[src/verilog/ifsb_pkg.sv]
// ---------------------------------------------------------------
// Shared constants for the flag status bank
// ---------------------------------------------------------------
package ifsb_pkg;

   // ------------------------------------------------------------
   // Widths
   // ------------------------------------------------------------
   localparam int IFSB_DATA_W = 16;   // Register data width
   localparam int IFSB_ADDR_W = 4;    // Register address width
   localparam int IFSB_NBANK = 3;     // Flag registers 2, 3 and 4
   localparam int IFSB_NEVT = 3;      // One event bit per bank

   // ------------------------------------------------------------
   // Register offsets (word index on the register port)
   // ------------------------------------------------------------
   localparam logic [IFSB_ADDR_W-1:0] IFSB_OFS_FLAG2 = 4'h0;  // irq_flag_status_2
   localparam logic [IFSB_ADDR_W-1:0] IFSB_OFS_FLAG3 = 4'h1;  // irq_flag_status_3
   localparam logic [IFSB_ADDR_W-1:0] IFSB_OFS_FLAG4 = 4'h2;  // irq_flag_status_4
   localparam logic [IFSB_ADDR_W-1:0] IFSB_OFS_EN2 = 4'h3;    // Enables for flag reg 2
   localparam logic [IFSB_ADDR_W-1:0] IFSB_OFS_EN3 = 4'h4;    // Enables for flag reg 3
   localparam logic [IFSB_ADDR_W-1:0] IFSB_OFS_EN4 = 4'h5;    // Enables for flag reg 4
   localparam logic [IFSB_ADDR_W-1:0] IFSB_OFS_ISTAT = 4'h6;  // Sticky event status
   localparam logic [IFSB_ADDR_W-1:0] IFSB_OFS_IMASK = 4'h7;  // Event mask

   // ------------------------------------------------------------
   // Implemented bit layouts
   // Reg 2: 15 timer6, 14 dma4, 13 unused, 12..9 compare 8..5,
   //        8..5 capture 6..3, 4 dma3, 3 can_a event,
   //        2 can_a rx, 1 spi_b event, 0 spi_b error
   // Reg 3: 15..14 unused, 13 dma5, 12 codec event, 11 codec error,
   //        10..9 unused, 8 can_b event, 7 can_b rx, 6 ext pin4,
   //        5 ext pin3, 4 timer9, 3 timer8, 2 i2c_b master,
   //        1 i2c_b slave, 0 timer7
   // Reg 4: 15..8 unused, 7 can_b tx, 6 can_a tx, 5 dma7, 4 dma6,
   //        3 unused, 2 uart_b error, 1 uart_a error, 0 unused
   // ------------------------------------------------------------
   localparam logic [IFSB_DATA_W-1:0] IFSB_MASK_FLAG2 = 16'hdfff;
   localparam logic [IFSB_DATA_W-1:0] IFSB_MASK_FLAG3 = 16'h39ff;
   localparam logic [IFSB_DATA_W-1:0] IFSB_MASK_FLAG4 = 16'h00f6;

   // ------------------------------------------------------------
   // Values after reset
   // ------------------------------------------------------------
   localparam logic [IFSB_DATA_W-1:0] IFSB_RST_FLAG = 16'h0000;
   localparam logic [IFSB_DATA_W-1:0] IFSB_RST_EN = 16'h0000;
   localparam logic [IFSB_NEVT-1:0] IFSB_RST_EVT = 3'h0;

endpackage

[src/verilog/ifsb_bank_if.sv]
`timescale 1ns/1ps
// ---------------------------------------------------------------
// Link between the control logic and one flag register
// ---------------------------------------------------------------
interface ifsb_bank_if
   import ifsb_pkg::*;
();
   logic [IFSB_DATA_W-1:0] set_req;   // Source request pulses
   logic wr_en;                       // Software write strobe
   logic [IFSB_DATA_W-1:0] wr_data;   // Software write value
   logic [IFSB_DATA_W-1:0] flags;     // Flag register contents
   logic new_evt;                     // A source raised a request

   // Flag register side
   modport flag_side (
      input set_req,
      input wr_en,
      input wr_data,
      output flags,
      output new_evt
   );

   // Control side
   modport ctrl_side (
      output set_req,
      output wr_en,
      output wr_data,
      input flags,
      input new_evt
   );
endinterface

[src/verilog/ifsb_flag_reg.sv]
`timescale 1ns/1ps
// ---------------------------------------------------------------
// One 16-bit flag register with hardware set and software write
// ---------------------------------------------------------------
module ifsb_flag_reg
   import ifsb_pkg::*;
#(
   parameter logic [IFSB_DATA_W-1:0] IMPL_MASK = IFSB_MASK_FLAG2
) (
   input wire logic clk_i,
   input wire logic rst_i,
   ifsb_bank_if.flag_side bank
);

   logic [IFSB_DATA_W-1:0] flag_reg;   // Pending flags
   logic [IFSB_DATA_W-1:0] flag_next;  // Next flag value
   logic [IFSB_DATA_W-1:0] set_mask;   // Requests on implemented bits

   // ------------------------------------------------------------
   // Next value: write replaces, hardware set wins over a clear
   // ------------------------------------------------------------
   always_comb begin
      set_mask = bank.set_req & IMPL_MASK;  // RL2
      if (bank.wr_en) begin
         // Ones set, zeros clear, unused bits ignored
         flag_next = (bank.wr_data & IMPL_MASK) | set_mask;  // RL4
      end else begin
         // Latch new requests, hold the rest
         flag_next = flag_reg | set_mask;  // RL14
      end
   end

   // Flag storage, clear at reset
   always_ff @(posedge clk_i or posedge rst_i) begin
      if (rst_i) begin
         flag_reg <= IFSB_RST_FLAG;  // RL3
      end else begin
         flag_reg <= flag_next;  // RL1
      end
   end

   assign bank.flags = flag_reg;
   assign bank.new_evt = |set_mask;
endmodule

[src/verilog/ifsb_flag_bank.sv]
// The address-and-strobe port and the placing of the registers were left to the implementer.
`timescale 1ns/1ps
// Notes on behaviour
// RL1: Flag reads one once its source requested
// RL2: Unused bits read zero, writes ignored
// RL3: All flags clear at power-on reset
// RL4: Software may read and write every flag
// RL5: Reg 2 upper byte: timer6, dma4, compares, capture6
// RL6: Reg 2: captures 5-3, dma3, can_a event/rx
// RL7: Reg 2 bits 1,0: spi_b event, error
// RL8: Reg 3: dma5, codec event/error, can_b event
// RL9: Reg 3: can_b rx, pins 4,3, timers 9,8
// RL10: Reg 3 bits 2-0: i2c_b master, slave, timer7
// RL11: Reg 4: can tx flags, dma7, dma6
// RL12: Reg 4 bits 2,1: uart_b, uart_a errors
// RL13: Request forwarded only when its enable set
// RL14: Hardware set beats software clear, same cycle
// RL15: Handler clears its flag before returning
module ifsb_flag_bank
   import ifsb_pkg::*;
(
   input wire logic CLK_I,
   input wire logic RST_I,
   input wire logic [IFSB_ADDR_W-1:0] ADDR_I,
   input wire logic [IFSB_DATA_W-1:0] WDATA_I,
   input wire logic WR_I,
   input wire logic RD_I,
   output logic [IFSB_DATA_W-1:0] RDATA_O,
   input wire logic [IFSB_DATA_W-1:0] SRC_REQ2_I,
   input wire logic [IFSB_DATA_W-1:0] SRC_REQ3_I,
   input wire logic [IFSB_DATA_W-1:0] SRC_REQ4_I,
   output logic [IFSB_DATA_W-1:0] FLAG2_O,
   output logic [IFSB_DATA_W-1:0] FLAG3_O,
   output logic [IFSB_DATA_W-1:0] FLAG4_O,
   output logic [IFSB_DATA_W-1:0] REQ2_O,
   output logic [IFSB_DATA_W-1:0] REQ3_O,
   output logic [IFSB_DATA_W-1:0] REQ4_O,
   output logic IRQ_O
);

   // ------------------------------------------------------------
   // Helper functions
   // ------------------------------------------------------------

   // Implemented bits of flag register k (0 = reg 2)
   function automatic logic [IFSB_DATA_W-1:0] bank_mask(input int k);
      logic [IFSB_DATA_W-1:0] m;
      m = IFSB_MASK_FLAG2;
      if (k == 1) begin
         m = IFSB_MASK_FLAG3;
      end else if (k == 2) begin
         m = IFSB_MASK_FLAG4;
      end
      return m;
   endfunction

   // Offset of register k in a group starting at base
   function automatic logic [IFSB_ADDR_W-1:0] group_ofs(
      input logic [IFSB_ADDR_W-1:0] base,
      input int k
   );
      logic [IFSB_ADDR_W-1:0] kk;
      kk = k[IFSB_ADDR_W-1:0];
      return base + kk;
   endfunction

   // ------------------------------------------------------------
   // Internal signals
   // ------------------------------------------------------------
   ifsb_bank_if bank_if[IFSB_NBANK] ();            // One link per flag register
   logic [IFSB_DATA_W-1:0] src_req[IFSB_NBANK];    // Source pulses per bank
   logic [IFSB_DATA_W-1:0] flags[IFSB_NBANK];      // Flag values per bank
   logic [IFSB_NEVT-1:0] evt;                      // Request seen per bank
   logic [IFSB_DATA_W-1:0] en_reg[IFSB_NBANK];     // Per-source enables
   logic [IFSB_DATA_W-1:0] req_reg[IFSB_NBANK];    // Forwarded requests
   logic [IFSB_NEVT-1:0] stat_reg;                 // Sticky event status
   logic [IFSB_NEVT-1:0] stat_next;                // Next event status
   logic [IFSB_NEVT-1:0] mask_reg;                 // Event mask
   logic [IFSB_NEVT-1:0] mask_next;                // Next event mask
   logic irq_reg;                                  // Interrupt line
   logic [IFSB_DATA_W-1:0] rd_data_next;           // Read mux output
   logic [IFSB_DATA_W-1:0] rdata_reg;              // Registered read data
   logic rd_stat;                                  // Read of event status
   logic wr_mask;                                  // Write of event mask

   // Gather source pulses into an array
   assign src_req[0] = SRC_REQ2_I;
   assign src_req[1] = SRC_REQ3_I;
   assign src_req[2] = SRC_REQ4_I;

   // ------------------------------------------------------------
   // Flag registers, one per bank
   // ------------------------------------------------------------
   for (genvar g = 0; g < IFSB_NBANK; g++) begin : g_bank
      // Drive the link: request pulses and decoded write
      assign bank_if[g].set_req = src_req[g];
      assign bank_if[g].wr_en = WR_I && (ADDR_I == group_ofs(IFSB_OFS_FLAG2, g));
      assign bank_if[g].wr_data = WDATA_I;
      assign flags[g] = bank_if[g].flags;
      assign evt[g] = bank_if[g].new_evt;

      // Bit layout fixed by the implemented-bit mask
      ifsb_flag_reg #(
         .IMPL_MASK(bank_mask(g))
      ) u_flag (
         .clk_i(CLK_I),
         .rst_i(RST_I),
         .bank(bank_if[g])
      );

      // Enable register for this bank, unused bits held at zero
      always_ff @(posedge CLK_I or posedge RST_I) begin
         if (RST_I) begin
            en_reg[g] <= IFSB_RST_EN;
         end else if (WR_I && (ADDR_I == group_ofs(IFSB_OFS_EN2, g))) begin
            en_reg[g] <= WDATA_I & bank_mask(g);
         end
      end

      // Forward a pending flag only while enabled
      always_ff @(posedge CLK_I or posedge RST_I) begin
         if (RST_I) begin
            req_reg[g] <= IFSB_RST_FLAG;
         end else begin
            req_reg[g] <= flags[g] & en_reg[g];  // RL13
         end
      end
   end

   // Flag outputs come straight from the flag flip-flops
   assign FLAG2_O = flags[0];  // RL5 RL6 RL7
   assign FLAG3_O = flags[1];  // RL8 RL9 RL10
   assign FLAG4_O = flags[2];  // RL11 RL12
   assign REQ2_O = req_reg[0];
   assign REQ3_O = req_reg[1];
   assign REQ4_O = req_reg[2];

   // ------------------------------------------------------------
   // Event status and mask
   // ------------------------------------------------------------

   // Strobes for the two event registers
   assign rd_stat = RD_I && (ADDR_I == IFSB_OFS_ISTAT);
   assign wr_mask = WR_I && (ADDR_I == IFSB_OFS_IMASK);

   // Read clears; a new event in that cycle still lands
   always_comb begin
      stat_next = (rd_stat ? IFSB_RST_EVT : stat_reg) | evt;
      mask_next = wr_mask ? WDATA_I[IFSB_NEVT-1:0] : mask_reg;
   end

   // Sticky status bits
   always_ff @(posedge CLK_I or posedge RST_I) begin
      if (RST_I) begin
         stat_reg <= IFSB_RST_EVT;
      end else begin
         stat_reg <= stat_next;
      end
   end

   // Mask bits
   always_ff @(posedge CLK_I or posedge RST_I) begin
      if (RST_I) begin
         mask_reg <= IFSB_RST_EVT;
      end else begin
         mask_reg <= mask_next;
      end
   end

   // Interrupt follows the unmasked status without a lag
   always_ff @(posedge CLK_I or posedge RST_I) begin
      if (RST_I) begin
         irq_reg <= 1'b0;
      end else begin
         irq_reg <= |(stat_next & mask_next);
      end
   end

   assign IRQ_O = irq_reg;

   // ------------------------------------------------------------
   // Register read path
   // ------------------------------------------------------------

   // Select the addressed register, unmapped reads as zero
   always_comb begin
      rd_data_next = '0;
      unique case (ADDR_I)
         IFSB_OFS_FLAG2: begin
            rd_data_next = flags[0];  // RL5 RL6 RL7
         end
         IFSB_OFS_FLAG3: begin
            rd_data_next = flags[1];  // RL8 RL9 RL10
         end
         IFSB_OFS_FLAG4: begin
            rd_data_next = flags[2];  // RL11 RL12
         end
         IFSB_OFS_EN2: begin
            rd_data_next = en_reg[0];
         end
         IFSB_OFS_EN3: begin
            rd_data_next = en_reg[1];
         end
         IFSB_OFS_EN4: begin
            rd_data_next = en_reg[2];
         end
         IFSB_OFS_ISTAT: begin
            rd_data_next = {{(IFSB_DATA_W-IFSB_NEVT){1'b0}}, stat_reg};
         end
         IFSB_OFS_IMASK: begin
            rd_data_next = {{(IFSB_DATA_W-IFSB_NEVT){1'b0}}, mask_reg};
         end
         default: begin
            rd_data_next = '0;
         end
      endcase
   end

   // Read data stands only in the cycle after the strobe
   always_ff @(posedge CLK_I or posedge RST_I) begin
      if (RST_I) begin
         rdata_reg <= '0;
      end else if (RD_I) begin
         rdata_reg <= rd_data_next;  // RL4
      end else begin
         rdata_reg <= '0;
      end
   end

   assign RDATA_O = rdata_reg;

   // ------------------------------------------------------------
   // Checks
   // ------------------------------------------------------------
   logic post_rst_reg;  // High in the first cycle after reset

   // Marks the first clocked cycle after release
   always_ff @(posedge CLK_I or posedge RST_I) begin
      if (RST_I) begin
         post_rst_reg <= 1'b1;
      end else begin
         post_rst_reg <= 1'b0;
      end
   end
endmodule

[config.mk]
export PLATFORM = sky130hd
export DESIGN_NAME = ifsb_flag_bank
export DESIGN_NICKNAME = d
export VERILOG_FILES = /design/src/verilog/ifsb_pkg.sv /design/src/verilog/ifsb_bank_if.sv /design/src/verilog/ifsb_flag_reg.sv /design/src/verilog/ifsb_flag_bank.sv
export SDC_FILE = /design/constraint.sdc
export NUM_CORES = 1
export LEC_CHECK = 0
export ABC_AREA = 1
export BUFFER_PORTS_ARGS = -buffer_cell sky130_fd_sc_hd__buf_2
export CAP_MARGIN = 25
export CORE_MARGIN = 2
export CORE_UTILIZATION = 50
export DETAILED_ROUTE_END_ITERATION = 16
export PLACE_DENSITY = 0.92
export SYNTH_ARGS = -nofsm -noshare
export SYNTH_HDL_FRONTEND = slang
export SYNTH_SLANG_ARGS = --single-unit
[constraint.sdc]
create_clock -name CLK_I -period 4.7 [get_ports CLK_I]
set_input_delay 0.235 -clock CLK_I [delete_from_list [all_inputs] [get_ports CLK_I]]
set_output_delay 0.235 -clock CLK_I [all_outputs]
set_load 0.02 [all_outputs]
Word level (Yosys, flattened, before mapping)
Index checks and enable logic that the tools add are counted.
Widths: inputs -> output; s select.
{ "word_totals": {"register_bits": 152, "input_bits": 72, "output_inout_bits": 113, "elab_cells": 51} }
{ "op_classes": {"eq_ne": 7, "mux": 7, "bitwise_logic": 11, "reduce_logical": 13} }
{ "ops": {"columns": ["op", "n"], "rows": [
  ["$pmux 16 s8", 1],
  ["$mux 16", 4],
  ["$or 16x16->16", 2],
  ["$and 16x14->16", 1],
  ["$and 16x16->16", 1],
  ["$and 16x8->16", 1],
  ["$eq 4x3->1 const B", 4],
  ["$or 16x14->16", 1],
  ["$or 16x8->16", 1],
  ["$reduce_or 15->1", 1],
  ["$or 14x14->14", 1],
  ["$reduce_or 12->1", 1],
  ["$eq 4x2->1 const B", 2],
  ["$logic_and 1x1->1", 8],
  ["$or 8x8->8", 1],
  ["$mux 3", 2],
  ["$reduce_or 6->1", 1],
  ["$eq 4x1->1 const B", 1],
  ["$logic_not 4->1", 1],
  ["$and 3x3->3", 1],
  ["$or 3x3->3", 1],
  ["$reduce_or 3->1", 1]
]} }

Longest topological paths before layout
{ "depth": {"ltp_word": 6, "depth_mapped": 9} }

Hierarchy
A second synthesis with hierarchy kept.
{ "hier_totals": {"hier_cells": 685, "hier_area_um2": 5784.3} }
{ "by_module_without_submodules": {"columns": ["mod", "n_inst", "cells_each", "area_each_um2"], "rows": [
  ["ifsb_flag_bank", 1, 484, 4113.9],
  ["ifsb_flag_reg at g_bank[0].u_flag", 1, 82, 753.2],
  ["ifsb_flag_reg at g_bank[1].u_flag", 1, 72, 566.8],
  ["ifsb_flag_reg at g_bank[2].u_flag", 1, 47, 350.3]
]} }

Least setup slack after synthesis
OpenSTA, ideal clock, no wires.
{ "synth_path": {"kind": "input to register", "startpoint": "input ADDR_I[3]", "endpoint": "register g_bank[1].u_flag.flag_reg[11]", "arrival_ns": 1.029, "required_time_ns": 4.576, "setup_slack_ns": 3.548, "stages": 8, "n_path_buf": 2, "path_cell_list": "nor2_1 buf_4 nand2_1 nor2_1 inv_2 buf_6 a21oi_1 o21ai_1"} }
{ "synth_via": {"elab_chain_len": 3} }
{ "synth_lines": {"columns": ["element", "line", "text"], "rows": [
  ["start: declaration", "ifsb_flag_bank.sv:24", "input wire logic [IFSB_ADDR_W-1:0] ADDR_I,"],
  ["$eq 4x1->1", "ifsb_flag_bank.sv:97", "assign bank_if[g].wr_en = WR_I && (ADDR_I == group_ofs(IFSB_OFS_FLAG2, g));"],
  ["$logic_and 1x1->1", "ifsb_flag_bank.sv:97", null],
  ["$mux 16", "ifsb_flag_reg.sv:24", "if (bank.wr_en) begin"],
  ["net g_bank[1].u_flag.flag_next[11]", "ifsb_flag_reg.sv:16", "logic [IFSB_DATA_W-1:0] flag_next;"],
  ["end signal: assignment", "ifsb_flag_reg.sv:38", "flag_reg <= flag_next;"],
  ["end: declaration", "ifsb_flag_reg.sv:15", "logic [IFSB_DATA_W-1:0] flag_reg;"]
]} }
The timed path passes the listed nets, and every way through them passes these cells.
A chain may end at the register's enable or synchronous reset.

Worst setup path after layout
{ "layout_path": {"startpoint": "input ADDR_I[3]", "endpoint": "register en_reg[34] (netlist bit)"} }
{ "layout_via": {"elab_chain_len": 2} }
{ "layout_lines": {"columns": ["element", "line", "text"], "rows": [
  ["$eq 4x2->1", "ifsb_flag_bank.sv:115", "end else if (WR_I && (ADDR_I == group_ofs(IFSB_OFS_EN2, g))) begin"],
  ["$logic_and 1x1->1", "ifsb_flag_bank.sv:115", null],
  ["end signal: indexed assignment", "ifsb_flag_bank.sv:116", "en_reg[g] <= WDATA_I & bank_mask(g);"],
  ["end: declaration", "ifsb_flag_bank.sv:74", "logic [IFSB_DATA_W-1:0] en_reg[IFSB_NBANK];"]
]} }
No other way between the ends.

==> load_flow_metrics.sql <==
INSERT INTO impl_metrics (metric_group, metric, value, unit) VALUES
('run_status', 'status', 'complete, no violations', ''),
('synth', 'postSynthRegisterBits', '122', ''),
('sta', 'relSlewSlack', '35.3', '%'),
('setup_path', 'timing.critical_path.max_delay_family', 'simple AND/OR/NAND/NOR gates', ''),
('setup_path', 'start_kind', 'input pin', ''),
('synth', 'ys.warnings.count', '0', ''),
('finish', 'nets', '872', ''),
('floorplanning', 'boundaryPins', '185', ''),
('clock_network', 'cts_buffers', '17', ''),
('setup_path', 'rr_worst_depth', '3', ''),
('synth', 'synthesis.instances', '609', ''),
('setup_path', 'critical_path.endpoint', 'en_reg[34]', ''),
('synth', 'number_of_enable_flip_flop_cells_after_synthesis', '0', ''),
('grt', 'vias_in_the_first_global_route', '5149', ''),
('clock_network', 'post_cts_resized', '0', ''),
('grt', 'grt_overflow', '0', ''),
('grt', 'grt_antenna_before_repair', '1', ''),
('setup_path', 'critical_path.max_fanout', '29', ''),
('clock_network', 'ctsHtreeMaxLevel', '4', ''),
('synth', 'post_synth_mux_area_share', '0', '%'),
('finish', 'layout.cells.non_filler', '949', ''),
('finish', 'final_layout_size_suffix_gt1_share', '23.6', '%'),
('sta', 'timing.final.crit_period', '2.23', 'ns'),
('setup_path', 'cp_slowest_cell', 'nor2_2', ''),
('grt', 'maximum_number_of_pins_on_one_net_before_global_route_repair', '82', ''),
('finish', 'final_cell_mix', 'nand2_1 (147), buf_2 (139), dfrtp_1 (122), inv_1 (66), nand3_1 (52)', ''),
('sta', 'worst-slew-pin-transition', '0.968', 'ns'),
('clock_network', 'hold_bufs_inserted_after_cts', '51', ''),
('synth', 'netlist_area', '5310', 'sq um'),
('routing', 'remaining_drc_errors', '0', ''),
('clock_network', 'cts_setup_buffers', '0', ''),
('synth', 'share_of_the_synthesized_area_in_compound_gates_ao_oa_aoi_oai', '10.4', '%'),
('clock_network', 'clkLatencyLatePin', '0.52', 'ns'),
('routing', 'drt_via_density', '5.43', ''),
('clock_network', 'clock_tree.root_cell', 'clkbuf_8', ''),
('setup_path', 'setup.worst_path.start', 'ADDR_I[3]', ''),
('finish', 'stdcell_area', '7110', 'sq um'),
('sta', 'finalHoldWorstSlack', '0.0249', 'ns'),
('routing', 'route.antenna.remaining_nets', '0', ''),
('routing', 'vias', '5155', ''),
('placement', 'dp_hpwl', '9.60', 'mm'),
('clock_network', 'tritoncts', 'yes', ''),
('setup_path', 'worst_path_depth', '7', ''),
('synth', 'postSynth.topFlopCell', 'dfrtp_1', ''),
('run', 'number_of_maximum_capacitance_constraint_violations', '0', ''),
('floorplanning', 'dieArea', '11500', 'sq um'),
('clock_network', 'clk_pin_slew_worst_paths', '0.06', 'ns'),
('synth', 'synthSimpleGateAreaFrac', '19.9', '%'),
('sta', 'timing_hold_violations_final', '0', ''),
('routing', 'number_of_drc_violations_after_detailed_routing_iteration_0', '672', ''),
('floorplanning', 'placeableCoreArea', '10300', 'sq um'),
('power_and_ir_drop', 'power_per_cell_area', '438', 'nW/um^2'),
('setup_path', 'crit_buf_inv', '3', ''),
('setup_path', 'critical_path_s_most_frequent_cell', 'nor2_2', ''),
('synth', 'synth.avg_cell_area', '8.71', 'sq um'),
('setup_path', 'crit-reg2reg-launch', 'g_bank[0].u_flag.bank.flags[15]', ''),
('setup_path', 'crit_path_end_kind', 'flop', ''),
('setup_path', 'worst_reg2reg_endpoint', 'g_bank[0].u_flag.bank.flags[15]', ''),
('finish', 'multi_input_area', '1720', 'sq um'),
('finish', 'sequential_cell_area', '3050', 'sq um'),
('hold_path', 'hold_path.class', 'input pin to flop', ''),
('placement', 'port-buffer-count', '139', ''),
('setup_path', 'critPathArrivalTime', '2.64', 'ns'),
('power_and_ir_drop', 'power.ir.vdd_worst', '0.000214', 'V'),
('setup_path', 'critical_path.max_stage_delay', '0.75', 'ns'),
('floorplanning', 'initial_utilization', '51.4', '%'),
('floorplanning', 'fp-row-count', '37', ''),
('sta', 'post-route-period-util', '47.4', '%'),
('setup_path', 'critical_path_required', '5.11', 'ns'),
('routing', 'finalWirelength', '16.5', 'mm'),
('synth', 'synth.yosys.seq_area_share', '57.5', '%');
-- cell type report --
cell class                      instances  area share [%]
Timing Repair Buffer                  196            17.9
Clock inverter                         14            2.76
Tap cell                              136            2.39
Inverter                               70            3.73
Sequential cell                       122            43.0
Multi-Input combinational cell        393            24.3
Clock buffer                           18            6.02
-- worst min-delay path, stage by stage --
cell	delay (ns)
buf_2	0.11
inv_1	0.07
o21ai_0	0.09
-- where the power goes --
part / total [W] / internal [W] / switching [W]
combinational: 0.000485 / 0.000164 / 0.000321
clock: 0.00137 / 0.000877 / 0.000490
sequential: 0.00126 / 0.00119 / 0.0000772
-- cell usage after synthesis (2+ instances only) --
cell type	number	area share [%]
nor2_1	42	3.0
buf_6	3	0.64
buf_2	10	0.94
dfrtp_1	122	58
nand3_1	52	4.9
inv_1	67	4.7
nand2_1	147	10
nand2_2	3	0.35
buf_4	38	5.4
inv_2	3	0.21
nor3_1	2	0.19
nor2_2	3	0.35
nand3_2	2	0.38
a21oi_1	43	4.1
clkbuf_1	2	0.14
o21ai_1	16	1.5
o21ai_0	50	4.7
-- how the worst min path moves through the flow --
stage,depth (start not counted),endpoint,start
after floorplan,2,g_bank[0].u_flag.bank.flags[10],SRC_REQ2_I[10]
after global placement,3,g_bank[0].u_flag.bank.flags[10],SRC_REQ2_I[10]
after detailed placement,3,g_bank[0].u_flag.bank.flags[10],SRC_REQ2_I[10]
after CTS,3,en_reg[29],WDATA_I[13]
after global routing,3,g_bank[1].u_flag.bank.flags[11],WDATA_I[11]
final,3,en_reg[29],WDATA_I[13]
-- cell families after synthesis --
kind of cell / count (synthesis)
other cells: 1
compound gates: 110
simple gates: 253
buf+inv: 123
flops: 122
-- routing by layer --
metal | wire length (um) | vias up | GRT usage [%]
met3 | 1530 | 89 | 6.69
met4 | 754 | 2 | 16.3
met5 | 13 | - | 0
met2 | 8230 | 383 | 49.9
met1 | 5940 | 2427 | 35.3
li1 | - | 2254 | -
-- through the flow --
stage	setup WS, ns	total power, W
after floorplan	1.22	0.00156
after global placement	2.23	0.00169
after detailed placement	2.11	0.00171
after CTS	2.55	0.00310
after global routing	2.36	0.00323
final	2.47	0.00312
Note: power is estimated with default switching activity, not from simulation.
